==> src/include/mgi_regs.vh <==
`ifndef MGI_REGS_VH
`define MGI_REGS_VH
// register offsets on the primary register port
`define MGI_ADDR_ERROR_FLAGS 8'h02
`define MGI_ADDR_DATA_FIRST 8'h04
`define MGI_ADDR_DATA_LAST 8'h17
`define MGI_ADDR_STATUS 8'h1b
`define MGI_ADDR_MAG_CONFIG 8'h44
`define MGI_ADDR_FIFO_CONFIG_HI 8'h47
`define MGI_ADDR_LINK_CONTROL 8'h4c
`define MGI_ADDR_LINK_READ_ADDR 8'h4d
`define MGI_ADDR_LINK_WRITE_ADDR 8'h4e
`define MGI_ADDR_LINK_WRITE_DATA 8'h4f
`define MGI_ADDR_COMMAND 8'h7e
// field positions
`define MGI_CTRL_SETUP_BIT 7
`define MGI_STATUS_BUSY_BIT 2
`define MGI_STATUS_DRDY_BIT 5
`define MGI_ERR_DRDY_BIT 7
`define MGI_FIFO_MAG_EN_BIT 5
// reset values
`define MGI_CTRL_RESET 8'h80
`define MGI_CONF_RESET 8'h0b
// command codes
`define MGI_CMD_SUSPEND 8'h18
`define MGI_CMD_NORMAL 8'h19
`define MGI_CMD_LOW_POWER 8'h1a
// power modes
`define MGI_PM_SUSPEND 2'h0
`define MGI_PM_NORMAL 2'h1
`define MGI_PM_LOW_POWER 2'h2
// timing: ticks of 1 us from a 250 MHz clock
`define MGI_CLK_MHZ 250
`define MGI_TICK_CYCLES 8'd250
// fastest rate code 0x0b is 800 Hz, i.e. 1250 us; codes 1 to 0x0a double it per step below, code 0 gives 1250 us
`define MGI_ODR_BASE_US 21'd1250
// offset step per field unit, in microseconds; code 0 selects the maximum
`define MGI_OFFSET_STEP_US 21'd250
`define MGI_OFFSET_MAX_CODE 21'd16
`endif

==> src/verilog/mgi_data_store.v <==
`timescale 1ns/10ps
// 24-byte data block; registered read data
module mgi_data_store (
    input wire ref_clk, // system clock
    input wire wr_en, // write strobe
    input wire [4:0] wr_index, // byte index written
    input wire [7:0] wr_data, // byte written
    input wire [4:0] rd_index, // byte index read
    output reg [7:0] rd_data // registered read byte
);
    reg [7:0] mem [0:23];

    // write port
    always @(posedge ref_clk) begin
        if (wr_en) begin
            mem[wr_index] <= wr_data;
        end
    end

    // registered read port
    always @(posedge ref_clk) begin
        rd_data <= mem[rd_index];
    end
endmodule // mgi_data_store

==> src/verilog/mgi_mag_bridge.v <==
`timescale 1ns/10ps
`include "mgi_regs.vh"
// Summary of operation
// - control bit 7 high selects setup mode
// - setup write to read address launches read
// - read fetches burst-selected byte count into data, or into fifo when enabled
// - write address launches single-byte indirect write
// - busy set on launch, cleared on completion
// - operate only in low power or normal
// - wait offset delay; code zero is maximum
// - data-mode rate follows rate field
// - data mode triggers forced measurements itself
// - data ready set by data, cleared by read
// - missing magnetometer ready sets error flag
// - command codes select interface power mode
// - results go to data or to fifo
module mgi_mag_bridge (
    input wire ref_clk, // 250 MHz clock
    input wire sys_rst, // synchronous reset, high
    input wire reg_wr, // host register write strobe
    input wire reg_rd, // host register read strobe
    input wire [7:0] reg_addr, // host register address
    input wire [7:0] reg_wdata, // host write data
    output reg [7:0] reg_rdata, // host read data, two cycles after reg_rd
    output wire mag_req, // magnetometer bus request
    output reg mag_write, // request is a write
    output reg [7:0] mag_addr, // magnetometer register address
    output reg [7:0] mag_wdata, // magnetometer write byte
    output reg mag_trigger, // forced-measurement trigger pulse
    input wire mag_ack, // magnetometer answers one byte
    input wire [7:0] mag_rdata, // magnetometer read byte
    input wire mag_drdy, // magnetometer data ready
    output reg fifo_push, // result byte to fifo
    output reg [7:0] fifo_byte // fifo byte
);
    localparam ST_IDLE = 5'h01;
    localparam ST_XFER = 5'h02;
    localparam ST_WAIT = 5'h04;
    localparam ST_CHECK = 5'h08;
    localparam ST_PACE = 5'h10;

    reg [7:0] link_control;
    reg [7:0] link_read_addr;
    reg [7:0] link_write_addr;
    reg [7:0] link_write_data;
    reg [7:0] magnetometer_config;
    reg [7:0] fifo_config_hi;
    reg [1:0] power_mode;
    reg indirect_op_busy;
    reg drdy_flag;
    reg drdy_err;
    reg [4:0] state;
    reg manual_write;
    reg [3:0] byte_cnt;
    reg [3:0] byte_total;
    reg [7:0] tick_cnt;
    reg tick;
    reg [20:0] wait_us;
    reg [20:0] pace_us;
    wire [7:0] store_rdata;
    reg rd_data_pending;
    reg rd_other_pending;
    reg [7:0] rd_other;

    // byte count from the read burst field: 1, 2, 6 or 8
    function [3:0] burst_bytes;
        input [1:0] code;
        begin
            case (code)
                2'h0: burst_bytes = 4'h1;
                2'h1: burst_bytes = 4'h2;
                2'h2: burst_bytes = 4'h6;
                default: burst_bytes = 4'h8;
            endcase
        end
    endfunction

    // data-block address test, used by read decode and read-clear
    function in_data;
        input [7:0] a;
        begin
            in_data = (a >= `MGI_ADDR_DATA_FIRST) && (a <= `MGI_ADDR_DATA_LAST);
        end
    endfunction

    wire link_active = (power_mode == `MGI_PM_NORMAL) || (power_mode == `MGI_PM_LOW_POWER);
    wire setup_mode = link_control[`MGI_CTRL_SETUP_BIT];
    wire [3:0] offset_code = link_control[5:2];
    wire [20:0] offset_us = (offset_code == 4'h0) ?
        `MGI_OFFSET_MAX_CODE * `MGI_OFFSET_STEP_US :
        {17'h0, offset_code} * `MGI_OFFSET_STEP_US;
    wire [3:0] odr_code = magnetometer_config[3:0];
    wire [3:0] odr_shift = (odr_code > 4'hb || odr_code == 4'h0) ? 4'h0 : 4'hb - odr_code;
    wire [20:0] period_us = `MGI_ODR_BASE_US << odr_shift;
    wire to_fifo = fifo_config_hi[`MGI_FIFO_MAG_EN_BIT];
    wire store_wr = (state == ST_XFER) && mag_ack && !manual_write && !to_fifo;
    wire [4:0] store_rd_idx = reg_addr[4:0] - 5'h04;

    assign mag_req = (state == ST_XFER);

    mgi_data_store u_store (
        .ref_clk(ref_clk),
        .wr_en(store_wr),
        .wr_index({1'b0, byte_cnt}),
        .wr_data(mag_rdata),
        .rd_index(store_rd_idx),
        .rd_data(store_rdata)
    );

    // microsecond tick divider
    always @(posedge ref_clk) begin
        if (sys_rst) begin
            tick_cnt <= 8'h00;
            tick <= 1'b0;
        end else begin
            tick <= (tick_cnt == `MGI_TICK_CYCLES - 8'd1);
            tick_cnt <= (tick_cnt == `MGI_TICK_CYCLES - 8'd1) ? 8'h00 : tick_cnt + 8'h01;
        end
    end

    // host-writable registers and power commands
    always @(posedge ref_clk) begin
        if (sys_rst) begin
            link_control <= `MGI_CTRL_RESET;
            link_read_addr <= 8'h00;
            link_write_addr <= 8'h00;
            link_write_data <= 8'h00;
            magnetometer_config <= `MGI_CONF_RESET;
            fifo_config_hi <= 8'h00;
            power_mode <= `MGI_PM_SUSPEND;
        end else if (reg_wr) begin
            case (reg_addr)
                `MGI_ADDR_LINK_CONTROL: link_control <= reg_wdata;
                `MGI_ADDR_LINK_READ_ADDR: link_read_addr <= reg_wdata;
                `MGI_ADDR_LINK_WRITE_ADDR: link_write_addr <= reg_wdata;
                `MGI_ADDR_LINK_WRITE_DATA: link_write_data <= reg_wdata;
                `MGI_ADDR_MAG_CONFIG: magnetometer_config <= reg_wdata;
                `MGI_ADDR_FIFO_CONFIG_HI: fifo_config_hi <= reg_wdata;
                `MGI_ADDR_COMMAND: begin
                    case (reg_wdata)
                        `MGI_CMD_NORMAL: power_mode <= `MGI_PM_NORMAL;
                        `MGI_CMD_LOW_POWER: power_mode <= `MGI_PM_LOW_POWER;
                        `MGI_CMD_SUSPEND: power_mode <= `MGI_PM_SUSPEND;
                        default: power_mode <= power_mode;
                    endcase
                end
                default: link_control <= link_control;
            endcase
        end
    end

    wire launch_read = reg_wr && reg_addr == `MGI_ADDR_LINK_READ_ADDR;
    wire launch_write = reg_wr && reg_addr == `MGI_ADDR_LINK_WRITE_ADDR;
    reg reg_rd_was_data;
    wire read_clear = rd_data_pending && reg_rd_was_data;

    // transfer sequencer for manual and autonomous accesses
    always @(posedge ref_clk) begin
        if (sys_rst) begin
            state <= ST_IDLE;
            indirect_op_busy <= 1'b0;
            manual_write <= 1'b0;
            byte_cnt <= 4'h0;
            byte_total <= 4'h1;
            mag_write <= 1'b0;
            mag_addr <= 8'h00;
            mag_wdata <= 8'h00;
            mag_trigger <= 1'b0;
            wait_us <= 21'h0;
            pace_us <= 21'h0;
            drdy_flag <= 1'b0;
            drdy_err <= 1'b0;
            fifo_push <= 1'b0;
            fifo_byte <= 8'h00;
        end else begin
            mag_trigger <= 1'b0;
            fifo_push <= 1'b0;
            // host read of the data block clears ready; a new set wins below
            if (read_clear) begin
                drdy_flag <= 1'b0;
            end
            case (state)
                ST_IDLE: begin
                    if (link_active && setup_mode && (launch_read || launch_write)) begin
                        indirect_op_busy <= 1'b1;
                        manual_write <= launch_write;
                        mag_write <= launch_write;
                        mag_addr <= reg_wdata;
                        mag_wdata <= link_write_data;
                        byte_total <= launch_write ? 4'h1 : burst_bytes(link_control[1:0]);
                        byte_cnt <= 4'h0;
                        state <= ST_XFER;
                    end else if (link_active && !setup_mode) begin
                        mag_trigger <= 1'b1;
                        wait_us <= offset_us;
                        pace_us <= period_us;
                        state <= ST_WAIT;
                    end
                end
                ST_XFER: begin
                    if (mag_ack) begin
                        if (!manual_write && to_fifo) begin
                            fifo_push <= 1'b1;
                            fifo_byte <= mag_rdata;
                        end
                        mag_addr <= mag_addr + 8'h01;
                        byte_cnt <= byte_cnt + 4'h1;
                        if (byte_cnt + 4'h1 == byte_total) begin
                            if (indirect_op_busy) begin
                                indirect_op_busy <= 1'b0;
                                state <= ST_IDLE;
                            end else begin
                                drdy_flag <= 1'b1;
                                state <= ST_PACE;
                            end
                        end
                    end
                end
                ST_WAIT: begin
                    if (tick) begin
                        pace_us <= (pace_us > 21'h1) ? pace_us - 21'h1 : 21'h1;
                        wait_us <= wait_us - 21'h1;
                        if (wait_us <= 21'h1) begin
                            state <= ST_CHECK;
                        end
                    end
                end
                ST_CHECK: begin
                    if (!mag_drdy) begin
                        drdy_err <= 1'b1;
                    end
                    mag_write <= 1'b0;
                    mag_addr <= link_read_addr;
                    byte_total <= burst_bytes(link_control[1:0]);
                    byte_cnt <= 4'h0;
                    manual_write <= 1'b0;
                    state <= ST_XFER;
                end
                ST_PACE: begin
                    if (!link_active || setup_mode) begin
                        state <= ST_IDLE;
                    end else if (tick) begin
                        pace_us <= pace_us - 21'h1;
                        if (pace_us <= 21'h1) begin
                            state <= ST_IDLE;
                        end
                    end
                end
                default: state <= ST_IDLE;
            endcase
        end
    end

    // host read path; data block comes from the store a cycle later
    always @(posedge ref_clk) begin
        if (sys_rst) begin
            rd_data_pending <= 1'b0;
            reg_rd_was_data <= 1'b0;
            rd_other_pending <= 1'b0;
            rd_other <= 8'h00;
            reg_rdata <= 8'h00;
        end else begin
            rd_data_pending <= reg_rd && in_data(reg_addr);
            reg_rd_was_data <= reg_rd && in_data(reg_addr);
            rd_other_pending <= reg_rd && !in_data(reg_addr);
            case (reg_addr)
                `MGI_ADDR_ERROR_FLAGS: rd_other <= {drdy_err, 7'h00};
                `MGI_ADDR_STATUS: rd_other <= {2'h0, drdy_flag, 2'h0, indirect_op_busy, 2'h0};
                `MGI_ADDR_MAG_CONFIG: rd_other <= magnetometer_config;
                `MGI_ADDR_FIFO_CONFIG_HI: rd_other <= fifo_config_hi;
                `MGI_ADDR_LINK_CONTROL: rd_other <= link_control;
                `MGI_ADDR_LINK_READ_ADDR: rd_other <= link_read_addr;
                `MGI_ADDR_LINK_WRITE_ADDR: rd_other <= link_write_addr;
                `MGI_ADDR_LINK_WRITE_DATA: rd_other <= link_write_data;
                default: rd_other <= 8'h00;
            endcase
            if (rd_data_pending) begin
                reg_rdata <= store_rdata;
            end else if (rd_other_pending) begin
                reg_rdata <= rd_other;
            end
        end
    end
endmodule // mgi_mag_bridge

==> config.mk <==
export PLATFORM = sky130hd
export DESIGN_NAME = mgi_mag_bridge
export DESIGN_NICKNAME = d
export VERILOG_FILES = /design/src/verilog/mgi_data_store.v /design/src/verilog/mgi_mag_bridge.v
export VERILOG_INCLUDE_DIRS = /design/src /design/src/include
export SDC_FILE = /design/constraint.sdc
export NUM_CORES = 1
export LEC_CHECK = 0
export BUFFER_PORTS_ARGS = -buffer_cell sky130_fd_sc_hd__clkbuf_2
export CORE_MARGIN = 3
export CORE_UTILIZATION = 35
export CTS_BUF_LIST = sky130_fd_sc_hd__clkbuf_4 sky130_fd_sc_hd__clkbuf_8 sky130_fd_sc_hd__clkbuf_16
export DETAILED_ROUTE_END_ITERATION = 8
export PLACE_DENSITY = 0.56
export SLEW_MARGIN = 10
export SYNTH_ARGS = -nofsm -noshare
export SYNTH_HDL_FRONTEND = slang
export SYNTH_SLANG_ARGS = --single-unit
==> constraint.sdc <==
create_clock -name ref_clk -period 7.05 [get_ports ref_clk]
set_input_delay 0.3525 -clock ref_clk [delete_from_list [all_inputs] [get_ports ref_clk]]
set_output_delay 0.3525 -clock ref_clk [all_outputs]
set_load 0.005 [all_outputs]
* Word-level counts from Yosys, hierarchy flattened *
Memory sizes are Yosys's and may differ from the RTL's. A register that Yosys moved wholly into a read port is not among the register bits.
Index checks and enable logic that the tools add are counted.

word-level totals
  register bits after elaboration = 162
  bits in writable memories = 192
  input port bits = 30
  output and inout port bits = 36
  logic and storage cells = 185
  memories = 1

operators by class
  add/sub/neg operators = 7
  multipliers = 1
  order comparisons = 6
  equal/unequal tests = 35
  shift operators = 1
  mux-type cells = 53
  bitwise logic cells = 4
  reduce and logical (&&, ||, !) cells = 50

memory list
  name         words  bits a word  read ports  clocked after memory_dff  write ports  line                 RTL
  u_store.mem  24     8            1           1                         1            mgi_data_store.v:11  reg [7:0] mem [0:23];

operators by type and width
  kind                   count
  $mux 21                9
  $pmux 8 s8             1
  $pmux 21 s3            1
  $eq 8x7->1 const B     7
  $mux 5                 10
  $le 21x1->1 const B    2
  $pmux 21 s2            1
  $sub 21x1->21 const B  2
  $eq 8x5->1 const B     4
  $mux 8                 4
  $pmux 5 s5             1
  $pmux 4 s3             2
  $pmux 8 s3             1
  $gt 21x1->1 const B    1
  $shl 11x4->21 const A  1
  $mux 4                 5
  $reduce_and 2->1       9
  $add 8x1->8 const B    2
  $ne 2x2->1 const B     7
  $mux 1                 13
  $logic_and 1x1->1      12
  $mux 12                1
  $mul 4x7->11 const B   1
  $ne 3x3->1 const B     3
  33 further kinds       57

* Longest topological paths before layout *
Gate-level depths: netlist of the first run.

  depth after elaboration = 7
  gate-level depth with buffers = 12
  gate-level depth less buffers = 11

* Cells and area by module *
From an unflattened synthesis of the first run, not the netlist that was laid out.

second synthesis, totals
  cell total of the unflattened synthesis = 1467
  area total of the unflattened synthesis = 16694.8 um^2

by module, submodules not included
  module          instances  cells an instance  area each (um^2)  seq. area each (um^2)
  mgi_mag_bridge  1          1084               8974.9            3243.1
  mgi_data_store  1          383                7719.9            5925.7

* Worst setup path before layout of the first run *
Ideal clock, no wire load.

  path kind = register to register
  from = register link_control[3]
  to = register wait_us[9]
  setup time = 0.115 ns
  arrival = 2.718 ns
  required time = 6.935 ns
  slack = 4.217 ns
  stages on the path, launching flop included = 12
  buffers on the path = 0
  period minus slack after synthesis = 2.833 ns
  path through = dfxtp_1 > fa_1 > inv_1 > fa_1 > inv_1 > ha_1 > nand2_1 > o211ai_1 > a21oi_1 > xnor2_1 > nor3_1 > a2111oi_0

between the ends
  cells in the longest elaborated chain, start to end = 5
  elaborated cells on any way between the ends = 6
  those cells by class = 1 x mul; 4 x mux; 1 x reduce/logical

RTL lines
  element                                                           line                  RTL
  from (decl)                                                       mgi_mag_bridge.v:42   reg [7:0] link_control;
  from (signal assigned)                                            mgi_mag_bridge.v:124  link_control <= `MGI_CTRL_RESET;
  from (signal assigned)                                            mgi_mag_bridge.v:133  `MGI_ADDR_LINK_CONTROL: link_control <= reg_wdata;
  from (signal assigned)                                            mgi_mag_bridge.v:147  default: link_control <= link_control;
  $mul 4x7->11 (no source line) or $logic_not 4->1 (tied branches)  --
  $mux 12 (no source line) *                                        --
  $mux 21 *                                                         mgi_mag_bridge.v:193  end else if (link_active && !setup_mode) begin
  $mux 21 *                                                         mgi_mag_bridge.v:184  if (link_active && setup_mode && (launch_read || launch_write)) begin
  $pmux 21 s2 *                                                     mgi_mag_bridge.v:182  case (state)
  to (signal assigned)                                              mgi_mag_bridge.v:195  wait_us <= offset_us;
  to (signal assigned)                                              mgi_mag_bridge.v:222  wait_us <= wait_us - 21'h1;
  to (decl)                                                         mgi_mag_bridge.v:58   reg [20:0] wait_us;

Mark *: on every way between the ends. The rest lies on a longest branch, timed or not. The select of a mux whose other input is x is not followed.
A chain may end at the register's enable or synchronous reset.

* Worst setup path after layout of the first run *
  from = register state[2]
  to = memory u_store.mem[2][5] (enable)

between the ends
  cells in the longest elaborated chain, start to end = 6

RTL lines
  element                          line                  RTL
  from (decl)                      mgi_mag_bridge.v:52   reg [4:0] state;
  from (signal assigned)           mgi_mag_bridge.v:160  state <= ST_IDLE;
  from (signal assigned)           mgi_mag_bridge.v:192  state <= ST_XFER;
  from (signal assigned)           mgi_mag_bridge.v:197  state <= ST_WAIT;
  $eq 5x2->1                       mgi_mag_bridge.v:96   wire store_wr = (state == ST_XFER) && mag_ack && !manual_write && !to_fifo;
  $logic_and 1x1->1 (3 in series)  mgi_mag_bridge.v:96
  $mux 1                           mgi_data_store.v:15   if (wr_en) begin
  $mux 1 (implied by the code)     mgi_data_store.v:16   mem[wr_index] <= wr_data;
  to (decl)                        mgi_data_store.v:11

No other way between the ends.

==> results of run 1 <==
[sequential cells by signal, summed over array words and instances, names as in the netlist, 8 cells and up]
signal               count
fifo_byte                8
fifo_config_hi           8
link_control             8
link_read_addr           8
link_write_addr          8
link_write_data          8
mag_addr                 8
mag_wdata                8
magnetometer_config      8
pace_us                 21
rd_other                 8
reg_rdata                8
tick_cnt                 8
u_store.mem            128
u_store.rd_data          8
wait_us                 21
[cell type report]
class / count / area (sq um) / share of cell area (%)
repair buffers: 72 / 383 / 2.41
well taps: 518 / 648 / 4.08
multi-input cells: 863 / 6260 / 39.4
clock buffers: 43 / 948 / 5.96
inverters: 49 / 184 / 1.16
clock inverters: 20 / 233 / 1.46
flip-flops and latches: 298 / 7250 / 45.6
[layer usage]
layer	track usage (%)	vias up
li1	-	4799
met1	24.1	4925
met2	27.8	263
met3	3.15	61
met4	6.13	0
met5	0	-
[synth_stat cells (4+ instances only)]
cell type    n
xnor2_1     19
o211ai_1    13
or3_1        7
o21ai_0     32
nand4_1     11
nand3_1     33
nor3_1      32
nor4_1      11
mux4_2      45
and3_1      11
mux2i_1     61
a221oi_1     9
ha_1        41
edfxtp_1   128
a22oi_1     18
xor2_1      11
a211oi_1    16
buf_2       16
a211o_1      4
nand3b_1     5
nor2_1     167
and2_1      10
nor2b_1      5
a21oi_1     74
nand2_1     98
fa_1         7
a31oi_1      7
a22o_1      11
a32oi_1      5
clkbuf_1    50
o32ai_1     10
buf_1        4
dfxtp_1    170
nor3b_1      8
o22ai_1      7
inv_1       48
nand2b_1    13
[critical path: stages, from the launching register on]
cell	delay, ps
dfxtp_1	430
nand2b_1	220
nor2_1	120
nand2_1	250
inv_1	230
and2_1	340
nor3b_1	530
nand2_1	280
nor3_1	870
[metrics by stage]
| step | area [sq um] | total power [mW] | setup slack, ps | cells | hold WS [ps] |
|---|---|---|---|---|---|
| after floorplan | 14000 | 1.92 | 4220 | 1283 | 431 |
| after global placement | 14700 | 1.98 | 3520 | 1800 | 438 |
| after detailed placement | 14700 | 1.98 | 3410 | 1800 | 446 |
| after CTS | 15900 | 3.83 | 3400 | 1863 | 79.8 |
| after global routing | 15900 | 3.91 | 3040 | 1863 | 99.9 |
| final | 15900 | 3.79 | 3400 | 1863 | 100 |
[power by group through the flow]
| stage | Clock [mW] | Sequential, mW | Combinational (mW) |
|---|---|---|---|
| 6_report | 1.85 | 1.81 | 0.127 |
| 4_1_cts | 1.89 | 1.81 | 0.129 |
| 5_1_grt | 1.96 | 1.81 | 0.138 |
| 3_3_place_gp | 0 | 1.85 | 0.128 |
| 3_5_place_dp | 0 | 1.85 | 0.128 |
| 2_1_floorplan | 0 | 1.85 | 0.0780 |
[worst paths after layout]
path	to	slack, ps
max	u_store.mem[2][5]$_DFFE_PP_	3400
min	drdy_err$_SDFFE_PP0P_	100
max reg2reg	u_store.mem[2][5]$_DFFE_PP_	3400
min reg2reg	mag_wdata[4]$_SDFFE_PP0P_	450
[logic make-up after synthesis]
family | after synthesis | synth area share (%)
AO/OA/AOI/OAI | 239 | 11.5
XOR/XNOR | 30 | 1.88
adder cells (fa/ha/maj) | 48 | 4.67
buffers and inverters | 122 | 3.55
flip-flops | 298 | 51.8
multiplexers | 109 | 11.8
AND/OR/NAND/NOR | 437 | 14.8
==> impl_metrics.tcl, run 1 <==
set metrics [dict create \
    status "finished, final reports clean" \
    hold_class "input pin to flip-flop" \
    met3WireLength_um 1940 \
    worstSetupStartpointType "flip-flop" \
    drc 0 \
    firstDrtPassIters 5 \
    syn_to_final_growth_pct 13.6 \
    yosysUniqueCellTypes 77 \
    htreeDepth 2 \
    final-hold-violation-count 0 \
    ir_worst_vdd_mv 0.207 \
    p_seq_share_pct 47.8 \
    cts.reportedPaths.clkPinSlew_ps 60 \
    syn-cell-area_sq_um 14000 \
    gr-total-overflow 0 \
    ys_seq_area_share_pct 51.8 \
    fp-row-count 72 \
    critPathKind "flip-flop to flip-flop" \
    synth_top_area_share_pct 27.5 \
    switchingPower_mw 0.823 \
    synth_area_leaders "edfxtp_1, dfxtp_1, mux4_2, nor2_1, mux2i_1" \
    numCtsBuffers 35 \
    clk_path_buf_depth 3 \
    portBuffers 65 \
    dr.max_layer_used "met4" \
    tns_ps 0 \
    cts_tree "yes" \
    vias 10000 \
    r2r-start "state[2]$_SDFFE_PP0P_" \
    pwr-share-comb_pct 3.4 \
    synth-seq-cells 298 \
    antenna_left 0 \
    grt_antenna_before_repair 0 \
    synthesis.instances 1283 \
    clock_latency_ps 540 \
    avgRoutedWirePerCell_um 19.6 \
    finClkSkew_ps 16.1 \
    worst_slew_pin_slew_ps 1150 \
    synth-edff-count 128 \
    drv_slew 0 \
    cp.required_ps 7200 \
    slew_headroom_pct 23.0 \
    synthArstFlopShare_pct 0 \
    die_h_um 206 \
    hp-start "mag_drdy" \
    switching_share_pct 21.7 \
    path_max_fanout 13 \
    die_w_um 206 \
    grtUsageTotal_pct 17.5 \
    initial_utilization_pct 35.8 \
    fin_crit_sh_pct 51.8 \
    gp_congestion 0.833 \
    cts-root-buf "clkbuf_16" \
    final_util_pct 40.7 \
    ios 66 \
    nets 1397 \
    routedLengthMet1_um 16400 \
    post_cts_buffers 0 \
    grt_max_degree 100 \
    synth_warnings 0 \
    clkSinkCount 298 \
    final_cell_mix "dfxtp_1, nor2_1, edfxtp_1" \
    leakage_nw 5.75 \
    powerDensity_nw_per_um2 238 \
    dieArea_sq_um 42400 \
    internal-power_mw 2.96 \
    via_per_inst 5.39 \
    place_hpwl_um 25000 \
    rsz0062_at_grt "no" \
    drive_gt1_share_pct 14.9 \
    postCtsResizedCells 0 \
    finalSetupViolCount 0 \
    reg2reg_depth 8 \
    cp-end-kind "flip-flop" \
    clock_power_share_pct 48.8 \
    yosysTopAreaCell "edfxtp_1" \
    coreArea_sq_um 39100 \
    fill_cells 3812 \
    drt_iter0_drc 821 \
    synth_area_per_cell_sq_um 10.9 \
    dr_wl_met2_um 17200 \
    syn_nets 1361 \
    fmax_mhz 274 \
    layout.cells.most_common "dfxtp_1" \
    wirelength_um 36600 \
    grt_pass1_vias 9817 \
    synth_ff_type "dfxtp_1" \
    fin_crit_ps 3650 \
    hold_depth 4 \
    n_antenna_cell 0 \
    grt_pass1_wl_um 57600 \
    startpoint "state[2]$_SDFFE_PP0P_" \
    maxCapViolCount 0 \
    worstPathArrival_ps 3800 \
    postCtsHoldBufs 0 \
]
Note: power is estimated with default switching activity, not from simulation.
==> run 2: changes to the inputs <==
PLACE_DENSITY = 0.58   (was 0.56)
clock period = 3.07 ns   (was 7.05 ns; I/O delays follow)
==> run 2 against run 1 <==
  * Flip-flop and latch count unchanged
  * Final area increased by 2.3%
  * Critical path depth up 3
  * Global-route usage is essentially flat
  * Largest power group unchanged
  * Highest routed layer unchanged
==> impl_metrics.tcl, run 2 (synthesized netlist as in run 1, its figures left out) <==
set metrics [dict create \
    dp_slack_ps 234 \
    die_w_um 206 \
    grtUsageTotal_pct 17.5 \
    finClkSkew_ps 28.0 \
    holdWs_ps 44.4 \
    worst_slew_pin_slew_ps 866 \
    cts_tree "yes" \
    cp-end-kind "flip-flop" \
    rsz0062_at_grt "no" \
    initial_utilization_pct 35.8 \
    hold_class "input pin to flip-flop" \
    wirelength_um 36700 \
    htreeDepth 2 \
    gr-total-overflow 0 \
    fill_cells 3756 \
    grt_max_degree 58 \
    dieArea_sq_um 42400 \
    startpoint "link_control[3]$_SDFFE_PP0P_" \
    layout.cells.most_common "dfxtp_1" \
    cp.required_ps 3530 \
    syn_to_final_growth_pct 16.2 \
    largest-register "u_store.mem" \
    clk_path_buf_depth 3 \
    crit_end "wait_us[8]$_SDFFE_PP0P_" \
    regArea_sq_um 7250 \
    grt_antenna_before_repair 2 \
    cts-root-buf "clkbuf_16" \
    r2r_end "wait_us[8]$_SDFFE_PP0P_" \
    r2r-start "link_control[3]$_SDFFE_PP0P_" \
    coreArea_sq_um 39100 \
    powerDensity_nw_per_um2 532 \
    finalSetupViolCount 0 \
    top_regs "u_store.mem x128, pace_us x21, wait_us x21" \
    fin_crit_ps 2840 \
    via_per_inst 5.36 \
    reg2reg_depth 11 \
    final-hold-violation-count 0 \
    r2r_slack_ps 230 \
    portBuffers 65 \
    fmax_mhz 352 \
    drc 0 \
    drive_gt1_share_pct 17.4 \
    nets 1445 \
    antenna_left 0 \
    worstSetupStartpointType "flip-flop" \
    drv_slew 0 \
    cts.reportedPaths.clkPinSlew_ps 60 \
    vias 10200 \
    gp_congestion 0.846 \
    ios 66 \
    status "finished, final reports clean" \
    grt_pass1_wl_um 58000 \
    firstDrtPassIters 5 \
    avgRoutedWirePerCell_um 19.2 \
    numCtsBuffers 36 \
    maxCapViolCount 0 \
    finalWorstSetupSlack_ps 225 \
    critPathKind "flip-flop to flip-flop" \
    place_hpwl_um 25500 \
    fin_crit_sh_pct 92.7 \
    slew_headroom_pct 42.1 \
    path_max_fanout 4 \
    post_cts_buffers 0 \
    largest_reg_flops 128 \
    die_h_um 206 \
    power_mw 8.65 \
    tns_ps 0 \
    leakage_nw 5.98 \
    drt_iter0_drc 786 \
    grt_pass1_vias 10000 \
    final_cell_mix "dfxtp_1, nor2_1, edfxtp_1" \
    worstPathArrival_ps 3300 \
    fp-row-count 72 \
    multiInputGateArea_sq_um 6260 \
    clock_latency_ps 560 \
    ir_worst_vdd_mv 0.436 \
    clkSinkCount 298 \
]
-- run 2: how the worst min path moves through the flow --
stage,from,to,slack (ps),cells after the start
global route,reg_wdata[1],mag_addr[1]$_SDFFE_PP0P_,30,3
floorplan,mag_rdata[0],u_store.mem[0][0]$_DFFE_PP_,250,0
detailed placement,u_store.rd_data[6]$_DFF_P_,reg_rdata[6]$_SDFFE_PP0P_,440,2
CTS,reg_wdata[5],magnetometer_config[5]$_SDFFE_PP0P_,7,3
global placement,mag_wdata[4]$_SDFFE_PP0P_,mag_wdata[4]$_SDFFE_PP0P_,440,2
finish,reg_wdata[5],magnetometer_config[5]$_SDFFE_PP0P_,40,3
-- run 2: worst max-delay path, cell delays in order, from the launching register on --
cell and delay [ps]:
dfxtp_1 320, fa_1 550, inv_1 60, fa_1 500, inv_1 50, ha_1 340
nor2b_1 140, o21ai_0 190, a21boi_0 150, nor2_1 130, o22ai_1 80, a211oi_1 250
-- run 2: metrics by stage --
step | cells | cell area [sq um] | utilization (%)
2_1_floorplan | 1283 | 14000 | -
3_3_place_gp | 1840 | 15000 | 38.4
3_5_place_dp | 1840 | 15000 | 38.4
4_1_cts | 1910 | 16300 | 41.6
5_1_grt | 1911 | 16300 | 41.6
6_report | 1911 | 16300 | 41.6
-- run 2: final cells by class --
| cell class | instances | share of cell area [%] |
|---|---|---|
| Antenna cell | 1 | 0.0154 |
| Clock buffer | 53 | 6.48 |
| Clock inverter | 10 | 0.700 |
| Inverter | 49 | 1.13 |
| Multi-Input combinational cell | 863 | 38.5 |
| Sequential cell | 298 | 44.6 |
| Tap cell | 518 | 3.99 |
| Timing Repair Buffer | 119 | 4.63 |
-- run 2: repair_timing --
item,in CTS,in global routing
endpoints found under the setup margin,0,0
hold endpoints to repair,5,0
gates resized for setup,0,0
hold buffers,7,0
-- run 2: per-layer routing --
metal / vias to the layer above / share of wire (%) / global-route usage [%]
met2: 281 / 48 / 28.6
li1: 4899 / - / -
met4: 0 / 2.6 / 5.43
met1: 4985 / 44 / 23.6
met3: 69 / 5.4 / 3.45
met5: - / 0 / 0
-- run 2: power by group --
part / switching (mW) / internal, mW
logic: 0.193 / 0.113
clock network: 1.69 / 2.49
registers: 0.0125 / 4.15
==> run 3: changes to the inputs <==
BUFFER_PORTS_ARGS = -buffer_cell sky130_fd_sc_hd__buf_2   (was -buffer_cell sky130_fd_sc_hd__clkbuf_2)
==> run 3 against run 2 <==
  * Global-route usage decreased by 0.14 points
  * Cell count rose by 0.52%
  * Clock power rose by 2%
  * Fmax rose by 0.85%
  * First-iteration DRC count increased by 3.8%
  * Critical path depth unchanged
  * Clock skew shrank 2.8 ps
  * Die area unchanged
  * Routed wire length fell by 0.29%
  * Worst setup slack better by 24 ps
  * Final area up 1.1%
  * Sequential power about the same
==> impl_metrics.tcl, run 3 (synthesized netlist as in run 1, its figures left out) <==
set metrics [dict create \
    worstPathArrival_ps 3260 \
    drv_slew 0 \
    status "finished, final reports clean" \
    crit_end "wait_us[9]$_SDFFE_PP0P_" \
    slew_headroom_pct 41.4 \
    cts.reportedPaths.clkPinSlew_ps 60 \
    coreArea_sq_um 39100 \
    wirelength_um 36600 \
    worstSetupStartpointType "flip-flop" \
    cts_tree "yes" \
    grt_pass1_vias 10100 \
    crit_buf_inv 2 \
    portBuffers 65 \
    firstDrtPassIters 5 \
    antenna_left 0 \
    finalSetupViolCount 0 \
    r2r_slack_ps 250 \
    cpPeakStageDelay_ps 550 \
    syn_to_final_growth_pct 17.4 \
    fp-row-count 72 \
    via_per_inst 5.37 \
    tns_ps 0 \
    avgRoutedWirePerCell_um 19.0 \
    fin_area_sq_um 16400 \
    critPathSlowestCell "fa_1" \
    r2r-start "link_control[3]$_SDFFE_PP0P_" \
    hold_class "input pin to flip-flop" \
    grt_pass1_wl_um 57700 \
    drive_gt1_share_pct 17.5 \
    layout.cells.most_common "dfxtp_1" \
    critPathKind "flip-flop to flip-flop" \
    path_max_fanout 4 \
    gp_congestion 0.847 \
    largest_reg_flops 128 \
    grt_antenna_before_repair 2 \
    clock_latency_ps 560 \
    die_h_um 206 \
    fin_crit_ps 2820 \
    cp.required_ps 3500 \
    post_cts_buffers 0 \
    place_hpwl_um 25500 \
    clkSinkCount 298 \
    startpoint "link_control[3]$_SDFFE_PP0P_" \
    clk_path_buf_depth 3 \
    leakage_nw 6.09 \
    rsz0062_at_grt "no" \
    finClkSkew_ps 25.1 \
    holdWs_ps 22.5 \
    die_w_um 206 \
    ios 66 \
    worst_slew_pin_slew_ps 875 \
    cts-root-buf "clkbuf_16" \
    n_antenna_cell 0 \
    reg2reg_depth 11 \
    numCtsBuffers 34 \
    r2r_end "wait_us[9]$_SDFFE_PP0P_" \
    htreeDepth 2 \
    fin_crit_sh_pct 91.9 \
    drt_iter0_drc 816 \
    ir_worst_vdd_mv 0.462 \
    cp.depth 11 \
    powerDensity_nw_per_um2 533 \
    fill_cells 3738 \
    nets 1456 \
    initial_utilization_pct 35.8 \
    vias 10300 \
    grtUsageTotal_pct 17.4 \
    gr-total-overflow 0 \
    grt_max_degree 59 \
    maxCapViolCount 0 \
    crit_chain "fa_1, inv_1, fa_1, inv_1, ha_1, nand2_1, o211ai_1, a21oi_1, xnor2_1, nor3_1, a2111oi_1" \
    dieArea_sq_um 42400 \
    largest-register "u_store.mem" \
    path_delay_family "adder cells" \
    drc 0 \
    fmax_mhz 355 \
    top_regs "u_store.mem x128, pace_us x21, wait_us x21" \
    cp-end-kind "flip-flop" \
    final_cell_mix "dfxtp_1, nor2_1, edfxtp_1" \
    placed_cell_area_sq_um 15100 \
    final-hold-violation-count 0 \
]
[run 3: final cells by class]
class                   instances  area, sq um  share of cell area (%)
flip-flops and latches        298         7250                    44.1
multi-input cells             863         6260                    38.1
clock buffers                  47          992                    6.04
repair buffers                132          871                    5.30
well taps                     518          648                    3.94
clock inverters                14          231                    1.41
inverters                      49          184                    1.12
[run 3: worst min path at each step]
stage,startpoint,to,slack [ps],cells after the start
after global routing,mag_rdata[2],u_store.mem[8][2]$_DFFE_PP_,20,1
after CTS,reg_addr[3],rd_other_pending$_SDFF_PP0_,4,3
final,mag_rdata[2],u_store.mem[7][2]$_DFFE_PP_,20,1
after floorplan,mag_rdata[0],u_store.mem[0][0]$_DFFE_PP_,250,0
after global placement,mag_wdata[0]$_SDFFE_PP0P_,mag_wdata[0]$_SDFFE_PP0P_,440,2
after detailed placement,mag_wdata[6]$_SDFFE_PP0P_,mag_wdata[6]$_SDFFE_PP0P_,450,2
[run 3: where the power goes]
group / total [mW] / leakage [nW] / internal [mW] / switching [mW]
Combinational: 0.315 / 2.96 / 0.121 / 0.194
Sequential: 4.16 / 2.52 / 4.15 / 0.0129
Clock: 4.29 / 0.599 / 2.57 / 1.72
[run 3: metal layers]
layer | GRT usage (%) | up-vias | routed length [um]
met5 | 0 | - | 23
met4 | 5.19 | 4 | 793
met3 | 3.04 | 59 | 1680
met2 | 29.0 | 253 | 17800
met1 | 23.2 | 5066 | 16300
li1 | - | 4932 | -
[run 3: stage by stage]
step | total power, mW | std cells | util (%) | setup slack (ps)
after floorplan | 4.42 | 1283 | - | 237
after detailed placement | 4.55 | 1845 | 38.5 | 223
after CTS | 8.87 | 1921 | 42.0 | 204
final | 8.76 | 1921 | 42.0 | 249
after global routing | 9.04 | 1921 | 42.0 | 32.1
after global placement | 4.55 | 1845 | 38.5 | 264
[run 3: what timing repair did]
action,in CTS,in global routing
gates resized for setup,0,1
endpoints found under the hold margin,77,0
endpoints found under the setup margin,0,1
hold buffers,15,0
